File: src/hw/ldf_pkg.sv
// Package: constants and carrier types for the load diagnostic and fault monitor
package ldf_pkg;
    // ****************************************
    // Timing
    // ****************************************
    localparam int unsigned CLK_HZ         = 50_000_000;
    localparam int unsigned DIAG_TIME_MS   = 229;
    localparam int unsigned DIAG_CYCLES    = (DIAG_TIME_MS * (CLK_HZ / 1000));
    localparam int unsigned CHECK_TRIES    = 5;

    // ****************************************
    // Register map
    // ****************************************
    localparam logic [7:0] REG_OUTPUT_PEAK_LIMIT = 8'h03;
    localparam logic [7:0] REG_DIAG_STATUS       = 8'h01;
    localparam logic [7:0] REG_FAULT_STATUS      = 8'h02;
    localparam logic [7:0] PEAK_LIMIT_RST        = 8'h00;

    // Fault status bit positions
    localparam int unsigned FB_OC  = 0;
    localparam int unsigned FB_DC  = 1;
    localparam int unsigned FB_OT  = 2;
    localparam int unsigned FB_UV  = 3;
    localparam int unsigned FB_OV  = 4;

    // ****************************************
    // Types
    // ****************************************
    typedef enum logic [2:0] {
        LOAD_NORMAL  = 3'h0,
        LOAD_SHORT_GND = 3'h1,
        LOAD_SHORT_PWR = 3'h2,
        LOAD_OPEN    = 3'h3,
        LOAD_SHORTED = 3'h4
    } ldf_load_t;

    typedef struct packed {
        logic overcurrent_shutdown;
        logic dc_offset;
        logic overtemperature_shutdown;
        logic supply_low_fault;
        logic supply_high_fault;
    } ldf_prot_t;

    typedef struct packed {
        logic      valid;
        logic      capacitive;
        ldf_load_t kind;
    } ldf_check_t;

    typedef enum logic [4:0] {
        ST_OFF  = 5'b00001,
        ST_DIAG = 5'b00010,
        ST_PLAY = 5'b00100,
        ST_HOLD = 5'b01000,
        ST_WAIT = 5'b10000
    } ldf_state_t;
endpackage : ldf_pkg

File: src/hw/ldf_monitor.sv
// Load diagnostic sequencer, protection fault monitor and output limit
`timescale 1ns/10ps
`default_nettype none

// Overview of operation
// Diagnose on shutdown release and protection faults
// Bridge outputs high impedance during diagnostic
// Classify load: ground, supply, open, shorted, normal
// Full diagnostic pass lasts about 229 ms
// Check phase repeats up to five times
// Open load still lets audio play
// Other faults: stay off, recheck continuously
// Normal load enables output and playback
// Diagnose only on every second overvoltage
// Open load status only; others raise fault
// Temperature or supply faults abort diagnostic
// Overcurrent: high impedance, fault output, status
// DC offset monitored: fault output, status
// Overtemperature shuts down, resumes when cleared
// Undervoltage asserts fault, resets registers; the code restores only the peak limit, and fault status keeps its bits
// Power-on reset releases bus lines
// After power-on reset, registers at defaults
// Overvoltage asserts fault and records status
// One register value clamps both output polarities
// Fault output active low open drain
// System drives shutdown request low to stop
// Fault held while non-open faults remain
module ldf_monitor (
    // Clock and reset
    input  wire logic              clk_sys,
    input  wire logic              nrst,
    input  wire logic              clk_en,
    // Pin and analog indications
    input  wire logic              shutdown_req_n,
    input  wire logic              power_on_reset,
    input  wire ldf_pkg::ldf_prot_t prot_in,
    input  wire ldf_pkg::ldf_check_t check_in,
    // Register port
    input  wire logic              reg_wr,
    input  wire logic [7:0]        reg_addr,
    input  wire logic [7:0]        reg_wdata,
    output logic      [7:0]        reg_rdata,
    // Serial bus pin release
    output logic                   bus_release,
    // Bridge and limiter
    output logic                   bridge_hiz,
    output logic                   audio_play,
    output logic                   check_start,
    output logic      [7:0]        limit_pos,
    output logic      [7:0]        limit_neg,
    // Fault pin
    output logic                   fault_n_o,
    output logic                   fault_n_oe
);
    // ****************************************
    // Input synchronisers
    // ****************************************
    logic [6:0] sync1_q;
    logic [6:0] sync2_q;
    logic [6:0] raw_in;
    assign raw_in = {shutdown_req_n, power_on_reset, prot_in};

    // Two stages; only stage two feeds logic
    always_ff @(posedge clk_sys or negedge nrst) begin
        if (!nrst) begin
            sync1_q <= 7'h00;
            sync2_q <= 7'h00;
        end else if (clk_en) begin
            sync1_q <= raw_in;
            sync2_q <= sync1_q;
        end
    end

    wire logic run_req = sync2_q[6];
    wire logic por     = sync2_q[5];
    wire ldf_pkg::ldf_prot_t prot = ldf_pkg::ldf_prot_t'(sync2_q[4:0]);
    wire logic abort_src = prot.overtemperature_shutdown | prot.supply_low_fault
                         | prot.supply_high_fault;
    wire logic any_prot = abort_src | prot.overcurrent_shutdown | prot.dc_offset;

    // Flags in status bit order; the carrier struct packs them the other way round
    wire logic [4:0] prot_vec;
    assign prot_vec[ldf_pkg::FB_OC] = prot.overcurrent_shutdown;
    assign prot_vec[ldf_pkg::FB_DC] = prot.dc_offset;
    assign prot_vec[ldf_pkg::FB_OT] = prot.overtemperature_shutdown;
    assign prot_vec[ldf_pkg::FB_UV] = prot.supply_low_fault;
    assign prot_vec[ldf_pkg::FB_OV] = prot.supply_high_fault;

    // ****************************************
    // Event edges
    // ****************************************
    logic [4:0] prot_prev_q;
    logic       run_prev_q;
    wire logic [4:0] prot_rise = prot_vec & ~prot_prev_q;
    wire logic run_rise = run_req & ~run_prev_q;
    wire logic ov_rise  = prot_rise[ldf_pkg::FB_OV];

    // Overvoltage parity: only every second event diagnoses
    logic ov_odd_q;
    wire logic ov_diag = ov_rise & ov_odd_q;
    wire logic diag_trig = run_rise | ov_diag
                         | (|(prot_rise & ~(5'h01 << ldf_pkg::FB_OV)));

    always_ff @(posedge clk_sys or negedge nrst) begin
        if (!nrst) begin
            prot_prev_q <= 5'h00;
            run_prev_q  <= 1'b0;
            ov_odd_q    <= 1'b0;
        end else if (clk_en) begin
            prot_prev_q <= prot_vec;
            run_prev_q  <= run_req;
            if (ov_rise) begin
                ov_odd_q <= ~ov_odd_q;
            end
        end
    end

    // ****************************************
    // Diagnostic sequencer
    // ****************************************
    ldf_pkg::ldf_state_t state_q;
    ldf_pkg::ldf_state_t state_d;
    logic [23:0]         timer_q;
    logic [2:0]          tries_q;
    ldf_pkg::ldf_load_t  load_q;

    wire logic timer_done = (timer_q == 24'(ldf_pkg::DIAG_CYCLES - 1));
    wire logic chk_bad = check_in.valid
                       & ((check_in.kind != ldf_pkg::LOAD_NORMAL
                           & check_in.kind != ldf_pkg::LOAD_OPEN)
                          | check_in.capacitive);
    wire logic last_try = (tries_q == 3'(ldf_pkg::CHECK_TRIES - 1));

    // Next state; abort and shutdown take priority over results
    always_comb begin
        state_d = state_q;
        unique case (state_q)
            ldf_pkg::ST_OFF: begin
                if (run_req) begin
                    state_d = ldf_pkg::ST_DIAG;
                end
            end
            ldf_pkg::ST_DIAG: begin
                if (abort_src) begin
                    state_d = ldf_pkg::ST_WAIT;
                end else if (check_in.valid && timer_done) begin
                    if (!chk_bad) begin
                        state_d = ldf_pkg::ST_PLAY;
                    end else if (last_try) begin
                        state_d = ldf_pkg::ST_HOLD;
                    end
                end
            end
            ldf_pkg::ST_PLAY: begin
                if (diag_trig) begin
                    state_d = ldf_pkg::ST_DIAG;
                end else if (prot.overtemperature_shutdown) begin
                    state_d = ldf_pkg::ST_WAIT;
                end
            end
            ldf_pkg::ST_HOLD: begin
                state_d = ldf_pkg::ST_DIAG;
            end
            ldf_pkg::ST_WAIT: begin
                if (!abort_src) begin
                    state_d = ldf_pkg::ST_DIAG;
                end
            end
            default: state_d = ldf_pkg::ST_OFF;
        endcase
        if (!run_req) begin
            state_d = ldf_pkg::ST_OFF;
        end
    end

    // State, pass timer, check retry count and load result
    always_ff @(posedge clk_sys or negedge nrst) begin
        if (!nrst) begin
            state_q <= ldf_pkg::ST_OFF;
            timer_q <= 24'h000000;
            tries_q <= 3'h0;
            load_q  <= ldf_pkg::LOAD_NORMAL;
        end else if (clk_en) begin
            state_q <= state_d;
            if (state_q != ldf_pkg::ST_DIAG || state_d != ldf_pkg::ST_DIAG) begin
                timer_q <= 24'h000000;
            end else if (!timer_done) begin
                timer_q <= timer_q + 24'h000001;
            end else if (check_in.valid) begin
                timer_q <= 24'h000000; // Rerun check phase
            end
            if (state_q != ldf_pkg::ST_DIAG) begin
                tries_q <= 3'h0;
            end else if (check_in.valid && timer_done && chk_bad && !last_try) begin
                tries_q <= tries_q + 3'h1;
            end
            if (state_q == ldf_pkg::ST_DIAG && check_in.valid && timer_done) begin
                load_q <= check_in.kind;
            end
        end
    end

    // Tell the analog checker to bias the output at each pass start
    assign check_start = (state_q == ldf_pkg::ST_DIAG) && (timer_q == 24'h000000);

    // ****************************************
    // Status and control registers
    // ****************************************
    logic [7:0] peak_q;
    logic [4:0] fault_sts_q;
    wire logic  regs_clear = prot.supply_low_fault | por;
    wire logic  rd_fault = (reg_addr == ldf_pkg::REG_FAULT_STATUS);
    wire logic  rd_peak  = (reg_addr == ldf_pkg::REG_OUTPUT_PEAK_LIMIT);
    wire logic  rd_diag  = (reg_addr == ldf_pkg::REG_DIAG_STATUS);

    // Undervoltage and power-on reset restore the limit default, power-on reset alone clears fault status; events win over writes
    always_ff @(posedge clk_sys or negedge nrst) begin
        if (!nrst) begin
            peak_q      <= ldf_pkg::PEAK_LIMIT_RST;
            fault_sts_q <= 5'h00;
        end else if (clk_en) begin
            if (regs_clear) begin
                peak_q <= ldf_pkg::PEAK_LIMIT_RST;
            end else if (reg_wr && rd_peak) begin
                peak_q <= reg_wdata;
            end
            if (por) begin
                fault_sts_q <= 5'h00;
            end else begin
                fault_sts_q <= (reg_wr && rd_fault ? fault_sts_q & ~reg_wdata[4:0]
                                                   : fault_sts_q)
                             | prot_vec;
            end
        end
    end

    // Read select, unmapped addresses read zero
    wire logic [7:0] rdata_d = rd_peak  ? peak_q
                             : rd_diag  ? {5'h00, load_q}
                             : rd_fault ? {3'h0, fault_sts_q}
                             : 8'h00;
    logic [7:0]      rdata_q;

    // Read byte from a flop; costs one cycle after the address settles
    always_ff @(posedge clk_sys or negedge nrst) begin
        if (!nrst) begin
            rdata_q <= 8'h00;
        end else if (clk_en) begin
            rdata_q <= rdata_d;
        end
    end

    assign reg_rdata = rdata_q;

    // Bus lines released during power-on reset
    assign bus_release = por;

    // ****************************************
    // Outputs
    // ****************************************
    wire logic load_fault = (load_q != ldf_pkg::LOAD_NORMAL) && (load_q != ldf_pkg::LOAD_OPEN);
    logic hiz_q;
    logic play_q;
    logic fault_q;

    // Registered so the bridge never sees decode glitches
    always_ff @(posedge clk_sys or negedge nrst) begin
        if (!nrst) begin
            hiz_q   <= 1'b1;
            play_q  <= 1'b0;
            fault_q <= 1'b0;
        end else if (clk_en) begin
            hiz_q   <= (state_d != ldf_pkg::ST_PLAY) | prot.overcurrent_shutdown;
            play_q  <= (state_d == ldf_pkg::ST_PLAY) & ~prot.overcurrent_shutdown;
            fault_q <= any_prot | (load_fault & (state_d != ldf_pkg::ST_OFF));
        end
    end

    assign bridge_hiz = hiz_q;
    assign audio_play = play_q;
    assign limit_pos  = peak_q;
    assign limit_neg  = peak_q;
    assign fault_n_o  = 1'b0;
    assign fault_n_oe = fault_q;

    // ****************************************
    // Assertions
    // ****************************************
    hiz_in_diag_a: assert property (@(posedge clk_sys) disable iff (!nrst)
        (state_q == ldf_pkg::ST_DIAG) |-> bridge_hiz)
        else $error("bridge driven during diagnostic");

    abort_diag_a: assert property (@(posedge clk_sys) disable iff (!nrst)
        (clk_en && run_req && state_q == ldf_pkg::ST_DIAG && abort_src)
        |=> state_q == ldf_pkg::ST_WAIT)
        else $error("diagnostic not aborted");

    oc_fault_a: assert property (@(posedge clk_sys) disable iff (!nrst)
        (clk_en && prot.overcurrent_shutdown) |=> (bridge_hiz && fault_n_oe))
        else $error("overcurrent not handled");

    dc_fault_a: assert property (@(posedge clk_sys) disable iff (!nrst)
        (clk_en && prot.dc_offset && !por) |=> (fault_n_oe && fault_sts_q[ldf_pkg::FB_DC]))
        else $error("dc offset not reported");

    ov_fault_a: assert property (@(posedge clk_sys) disable iff (!nrst)
        (clk_en && prot.supply_high_fault && !por)
        |=> (fault_n_oe && fault_sts_q[ldf_pkg::FB_OV]))
        else $error("overvoltage not reported");

    uv_reset_a: assert property (@(posedge clk_sys) disable iff (!nrst)
        (clk_en && prot.supply_low_fault) |=> (peak_q == ldf_pkg::PEAK_LIMIT_RST))
        else $error("registers not reset on undervoltage");

    limit_sym_a: assert property (@(posedge clk_sys) disable iff (!nrst)
        limit_pos == limit_neg)
        else $error("limits differ");

    ov_parity_a: assert property (@(posedge clk_sys) disable iff (!nrst)
        (clk_en && run_req && state_q == ldf_pkg::ST_PLAY && !ov_odd_q
         && !prot.overtemperature_shutdown && prot_rise == (5'h01 << ldf_pkg::FB_OV))
        |=> state_q == ldf_pkg::ST_PLAY)
        else $error("odd overvoltage diagnosed");

    por_bus_a: assert property (@(posedge clk_sys) disable iff (!nrst)
        por |-> bus_release)
        else $error("bus not released in reset");

    tries_max_a: assert property (@(posedge clk_sys) disable iff (!nrst)
        tries_q < 3'(ldf_pkg::CHECK_TRIES))
        else $error("too many check tries");

    play_ok_a: assert property (@(posedge clk_sys) disable iff (!nrst)
        (clk_en && run_req && state_q == ldf_pkg::ST_DIAG && !abort_src && timer_done
         && check_in.valid && !chk_bad && !prot.overcurrent_shutdown)
        |=> (state_q == ldf_pkg::ST_PLAY && !bridge_hiz))
        else $error("good load did not start playback");

    hold_retry_a: assert property (@(posedge clk_sys) disable iff (!nrst)
        (clk_en && run_req && state_q == ldf_pkg::ST_HOLD)
        |=> (state_q == ldf_pkg::ST_DIAG && bridge_hiz))
        else $error("faulty load not checked again");

    open_quiet_a: assert property (@(posedge clk_sys) disable iff (!nrst)
        (clk_en && load_q == ldf_pkg::LOAD_OPEN && !any_prot) |=> !fault_n_oe)
        else $error("open load drove fault pin");

    fault_hold_a: assert property (@(posedge clk_sys) disable iff (!nrst)
        (clk_en && load_fault && state_d != ldf_pkg::ST_OFF) |=> fault_n_oe)
        else $error("load fault not held on fault pin");

    ot_resume_a: assert property (@(posedge clk_sys) disable iff (!nrst)
        (clk_en && run_req && state_q == ldf_pkg::ST_WAIT && !abort_src)
        |=> state_q == ldf_pkg::ST_DIAG)
        else $error("no restart after fault cleared");

    shutdown_a: assert property (@(posedge clk_sys) disable iff (!nrst)
        (clk_en && !run_req) |=> state_q == ldf_pkg::ST_OFF)
        else $error("shutdown request ignored");
endmodule : ldf_monitor

`default_nettype wire

File: config.mk
export PLATFORM = sky130hd
export DESIGN_NAME = ldf_monitor
export DESIGN_NICKNAME = d
export VERILOG_FILES = /design/src/hw/ldf_pkg.sv /design/src/hw/ldf_monitor.sv
export SDC_FILE = /design/constraint.sdc
export NUM_CORES = 1
export LEC_CHECK = 0
export ABC_AREA = 0
export BUFFER_PORTS_ARGS = -buffer_cell sky130_fd_sc_hd__buf_2
export CORE_MARGIN = 2
export CORE_UTILIZATION = 50
export DETAILED_ROUTE_END_ITERATION = 8
export PLACE_DENSITY_LB_ADDON = 0.05
export SLEW_MARGIN = 20
export SYNTH_ARGS = -nofsm -noshare
export SYNTH_HDL_FRONTEND = slang
export SYNTH_SLANG_ARGS = --single-unit
File: constraint.sdc
create_clock -name clk_sys -period 3.7 [get_ports clk_sys]
set_input_delay 0.185 -clock clk_sys [delete_from_list [all_inputs] [get_ports clk_sys]]
set_output_delay 0.185 -clock clk_sys [all_outputs]
set_load 0.005 [all_outputs]
**Word-level counts from Yosys, hierarchy flattened**

Index checks and enable logic that the tools add are counted.

- Add/sub/neg operators: 2
- Equal/unequal tests: 18
- Mux-type cells: 21
- Bitwise operators: 24
- Reductions and logical operators: 23

Operator list:

| operator | count |
|---|---|
| $mux W24 | 3 |
| $mux W5 | 12 |
| $add A24 B1 Y24 const B | 1 |
| $eq A24 B24 Y1 const B | 1 |
| $logic_not A24 Y1 | 1 |
| $mux W8 | 3 |
| $pmux W5 S4 | 1 |
| $eq A8 B2 Y1 const B | 2 |
| $and A5 B5 Y5 | 2 |
| $eq A5 B3 Y1 const B | 2 |
| $ne A5 B2 Y1 const B | 2 |
| $not A5 Y5 | 2 |
| $or A1 B1 Y1 | 10 |
| $reduce_and A2 Y1 | 5 |
| $logic_and A1 B1 Y1 | 9 |
| $ne A3 B2 Y1 const B | 3 |
| $eq A8 B1 Y1 const B | 1 |
| $and A1 B1 Y1 | 6 |
| $mux W3 | 2 |
| $reduce_bool A3 Y1 | 2 |
| $eq A5 B1 Y1 const B | 1 |
| $eq A5 B2 Y1 const B | 1 |
| $eq A5 B4 Y1 const B | 1 |
| $eq A5 B5 Y1 const B | 1 |
| other kinds (11) | 14 |

- Register bits: 80
- Input port bits: 32
- Word-level logic and storage cells: 103

**Longest topological paths before layout**

- Word-level depth: 13
- Mapped depth: 8

**Least setup slack after synthesis**

No wires, ideal clock.

- Path type: register to register
- From: register timer_q[0]
- To: register timer_q[20]
- Library setup time: 0.069 ns
- Data arrival time: 2.060 ns
- Required time: 3.631 ns
- Slack: 1.571 ns
- Stages on the path, launching flop included: 9
- Clock period less this slack: 2.129 ns
- Cells stage by stage: dfrtp_1 ha_1 and3_1 and4_1 clkbuf_2 a21o_2 buf_6 or4_1 nand3_1

- Cells in the longest elaborated chain, start to end: 10
- Elaborated cells between the ends (all ways): 13
- Classes of those cells: 1 x add/sub; 3 x eq/ne; 6 x mux; 3 x reduce/logical

Ends and longest elaborated chain:

| element | line | RTL |
|---|---|---|
| from (decl) | ldf_monitor.sv:123 | `logic [23:0] timer_q;` |
| from (signal assigned) | ldf_monitor.sv:188 | `timer_q <= timer_q + 24'h000001;` |
| $eq A24 B24 Y1 | ldf_monitor.sv:127 | `wire logic timer_done = (timer_q == 24'(ldf_pkg::DIAG_CYCLES - 1));` |
| $logic_and A1 B1 Y1 | ldf_monitor.sv:146 | `end else if (check_in.valid && timer_done) begin` |
| $mux W5 | ldf_monitor.sv:146 |  |
| $mux W5 | ldf_monitor.sv:144 | `if (abort_src) begin` |
| $pmux W5 S4 | ldf_monitor.sv:137 | `unique case (state_q)` |
| $mux W5 | ldf_monitor.sv:171 | `if (!run_req) begin` |
| $ne A5 B2 Y1 | ldf_monitor.sv:185 | `if (state_q != ldf_pkg::ST_DIAG \|\| state_d != ldf_pkg::ST_DIAG) begin` |
| $logic_or A1 B1 Y1 | ldf_monitor.sv:185 |  |
| $ne A3 B2 Y1 (no line) | n/a |  |
| $reduce_and A2 Y1 (no line) | n/a |  |

Several ways; a longest one is shown, not always the timed one.
A chain may end at the register's enable or synchronous reset.

**Worst setup path in the final report**

- From: register timer_q[0]
- To: register timer_q[11]

Same word-level chain as after synthesis.

==> run metrics <==
P_leak 2.23 nW; wirelength, routed 10000 um; RSZ-0062 raised after global routing false; Row Count 34; # setup viols final 0; Worst Setup End Kind flip-flop; n_diodes 0; die height 98.2 um; maxcap violations 0; final worst slack 1.40 ns; layout cells sized above 1 0.220; CTS buffer count 9; slew margin rel. 0.449; Seq/Total Area, Yosys 0.452; synth-to-layout area growth 9.44%; Mean Syn Cell Area 9.78 um^2; Ys Warns 0; Final nets 524; maximum vdd drop 0.215 mV; cell mode on critical path a21oi_1; maximum clock path buffer count 2; die area 9650 um^2; delay-heaviest family, CP compound AO/OA/AOI/OAI gates; final worst path period share 0.623; Design Area, Final 4860 um^2; Worst path slowest cell dfrtp_1; antenna violations before repair 0; GRT Resource Usage Total 0.215; number of top-level pins 62; cts repair resizes 0; slowest stage delay, CP 0.45 ns; Worst Tran Pin Value 0.826 ns; Async SR Flop Fraction 1.00; Die X 98.2 um; TritonCTS clock tree built; Final Slew Violations 0; largest net degree at the start of global routing 81; min Tclk post-route 2.30 ns; achievable frequency 434 MHz; type of the tightest min-delay check input pin to flip-flop; FF+latch count, synth 80; area of the core 8680 um^2; drc violations 0; final non-filler cell total 600; Clock Sinks 80; dpl cells 584; Overall Power 1.89 mW; CP Launch Type flip-flop; DRT Pass-1 Iters 4; Reg clk slew, reported paths 0.09 ns; Initial Utilization 0.511; data required time of the worst path 3.97 ns; Clock Latency Late Sink 0.35 ns; fin util 0.560; crit-path cells ha_1 > and3_1 > and4_1 > a21oi_1 > buf_4 > a21oi_1 > o21ai_0; main flop type after synthesis dfrtp_1; vias per cell 5.91; Netlist cell types 65; Clock Tree Root clkbuf_8; Placer Congestion 0.843; WL per Instance 16.7 um; crit path kind flip-flop to flip-flop; Cell Area, Placed 4650 um^2; worst path arrival time 2.57 ns; final hold slack 0.0518 ns; vias in the first global route 3344; DP Worst Slack 1.43 ns; antenna viol nets, final 0; first-pass GRT wire length 16900 um; Fin Clk Skew 0.0119 ns; iteration-0 DRC count of the detailed router 160; number of port buffers 60; Fin. Hold Viols 0; Synth Net Count 490; GR Overflow Total 0; Post-synth EDFFs 0; post-DP HPWL 6990 um; setup TNS 0 ns; Crit Path Max Fanout 12; Vias 3545; Worst Path Buf+Inv 1; CTS H-tree lvls 3; Syn Std Cell Area 4440 um^2; pwr dens 389 nW/um^2; Mapped Cells 454; status finished clean
==> worst register-to-register path, stage by stage, from the launching register on <==
cell	delay [ns]
dfrtp_1	0.45
ha_1	0.28
and3_1	0.24
and4_1	0.29
a21oi_1	0.43
buf_4	0.29
a21oi_1	0.08
o21ai_0	0.16
==> final cells by class <==
class	count	area (um^2)
timing repair buffer	63	332
fill	812	3820
clock inverter	5	56.3
clock buffer	10	138
inverter	24	90.1
tap	108	135
sequential	80	2000
multi-input combinational	310	2100
==> cells in the final DEF (no fill, tap or decap), types with 2 or more instances in the layout <==
cell type / instances
dfrtp_1: 78
buf_2: 59
nand2_1: 36
nand3_1: 27
nor2_1: 26
inv_1: 24
o21ai_0: 20
mux2_2: 16
nand4_1: 15
a21oi_1: 15
mux2i_1: 13
a22o_1: 13
clkbuf_8: 10
nor3_1: 9
nor4_1: 9
and3_1: 9
o2bb2ai_1: 8
xor2_1: 6
nor2b_1: 6
or4_1: 6
a311oi_1: 5
a211o_1: 5
o211ai_1: 5
or3_1: 4
a21o_1: 4
ha_1: 4
and4_1: 3
nand2b_1: 3
o31ai_1: 3
or2_2: 3
nor4_4: 2
nor4b_1: 2
and2_1: 2
o21a_1: 2
a221oi_1: 2
xnor2_1: 2
dfstp_2: 2
clkinv_2: 2
buf_4: 2
==> path summary, 6_finish.rpt <==
kind / start / end / slack [ns] / cells after the start
max: timer_q[0] / timer_q[11] / 1.40 / 7
min: reg_wdata[7] / limit_neg[7] / 0.05 / 2
max reg2reg: timer_q[0] / timer_q[11] / 1.40 / 7
min reg2reg: ov_odd_q / ov_odd_q / 0.47 / 1
max in group asynchronous: nrst / sync2_q[2] / 2.74 / 2
min in group asynchronous: nrst / reg_rdata[0] / 0.41 / 2
==> timing repair <==
item	in CTS	in global routing
buffers inserted	0	0
endpoints found under the hold margin	0	78
hold buffers	0	1
==> kinds of logic after synthesis <==
kind of cell               synth area share
other                              0.000845
and+or+nand+nor                       0.218
muxes                                0.0699
DFF                                   0.452
xor gates and xnor gates             0.0158
buffers and inverters                0.0747
AOI/OAI and AO/OA                     0.158
adders and majority gates            0.0113
==> routing by layer <==
| layer | global-route usage | routed length [um] |
|---|---|---|
| met5 | 0 | 0 |
| met4 | 0.0506 | 93 |
| met3 | 0.0444 | 489 |
| met2 | 0.318 | 4390 |
| met1 | 0.328 | 5050 |
==> state kept, by name, summed over array words and instances, names as in the netlist <==
name / cells
timer_q: 24
limit_neg: 8
reg_rdata: 8
sync1_q: 7
sync2_q: 7
fault_sts_q: 5
prot_prev_q: 5
state_q: 5
load_q: 3
tries_q: 3
audio_play: 1
bridge_hiz: 1
fault_n_oe: 1
ov_odd_q: 1
run_prev_q: 1
==> report_power, final <==
group / internal, mW / switching (mW) / total, mW
Clock: 0.327 / 0.330 / 0.657
Sequential: 0.933 / 0.0708 / 1.00
Combinational: 0.107 / 0.124 / 0.231
==> synthesized netlist by cell type (5+ instances only) <==
| master | number | area, um^2 |
|---|---|---|
| dfrtp_1 | 78 | 1950 |
| nand2_1 | 36 | 135 |
| nand3_1 | 27 | 135 |
| nor2_1 | 26 | 97.6 |
| inv_1 | 24 | 90.1 |
| o21ai_0 | 20 | 100 |
| clkbuf_1 | 16 | 60.1 |
| mux2_2 | 16 | 180 |
| a21oi_1 | 15 | 75.1 |
| nand4_1 | 15 | 93.8 |
| a22o_1 | 13 | 114 |
| mux2i_1 | 13 | 130 |
| buf_4 | 12 | 90.1 |
| and3_1 | 9 | 56.3 |
| nor3_1 | 9 | 45.0 |
| nor4_1 | 9 | 56.3 |
| o2bb2ai_1 | 8 | 70.1 |
| nor2b_1 | 6 | 37.5 |
| or4_1 | 6 | 45.0 |
| xor2_1 | 6 | 52.6 |
| a211o_1 | 5 | 43.8 |
| a311oi_1 | 5 | 43.8 |
| buf_2 | 5 | 25.0 |
| buf_6 | 5 | 56.3 |
| o211ai_1 | 5 | 37.5 |
Note: power is estimated with default switching activity, not from simulation.
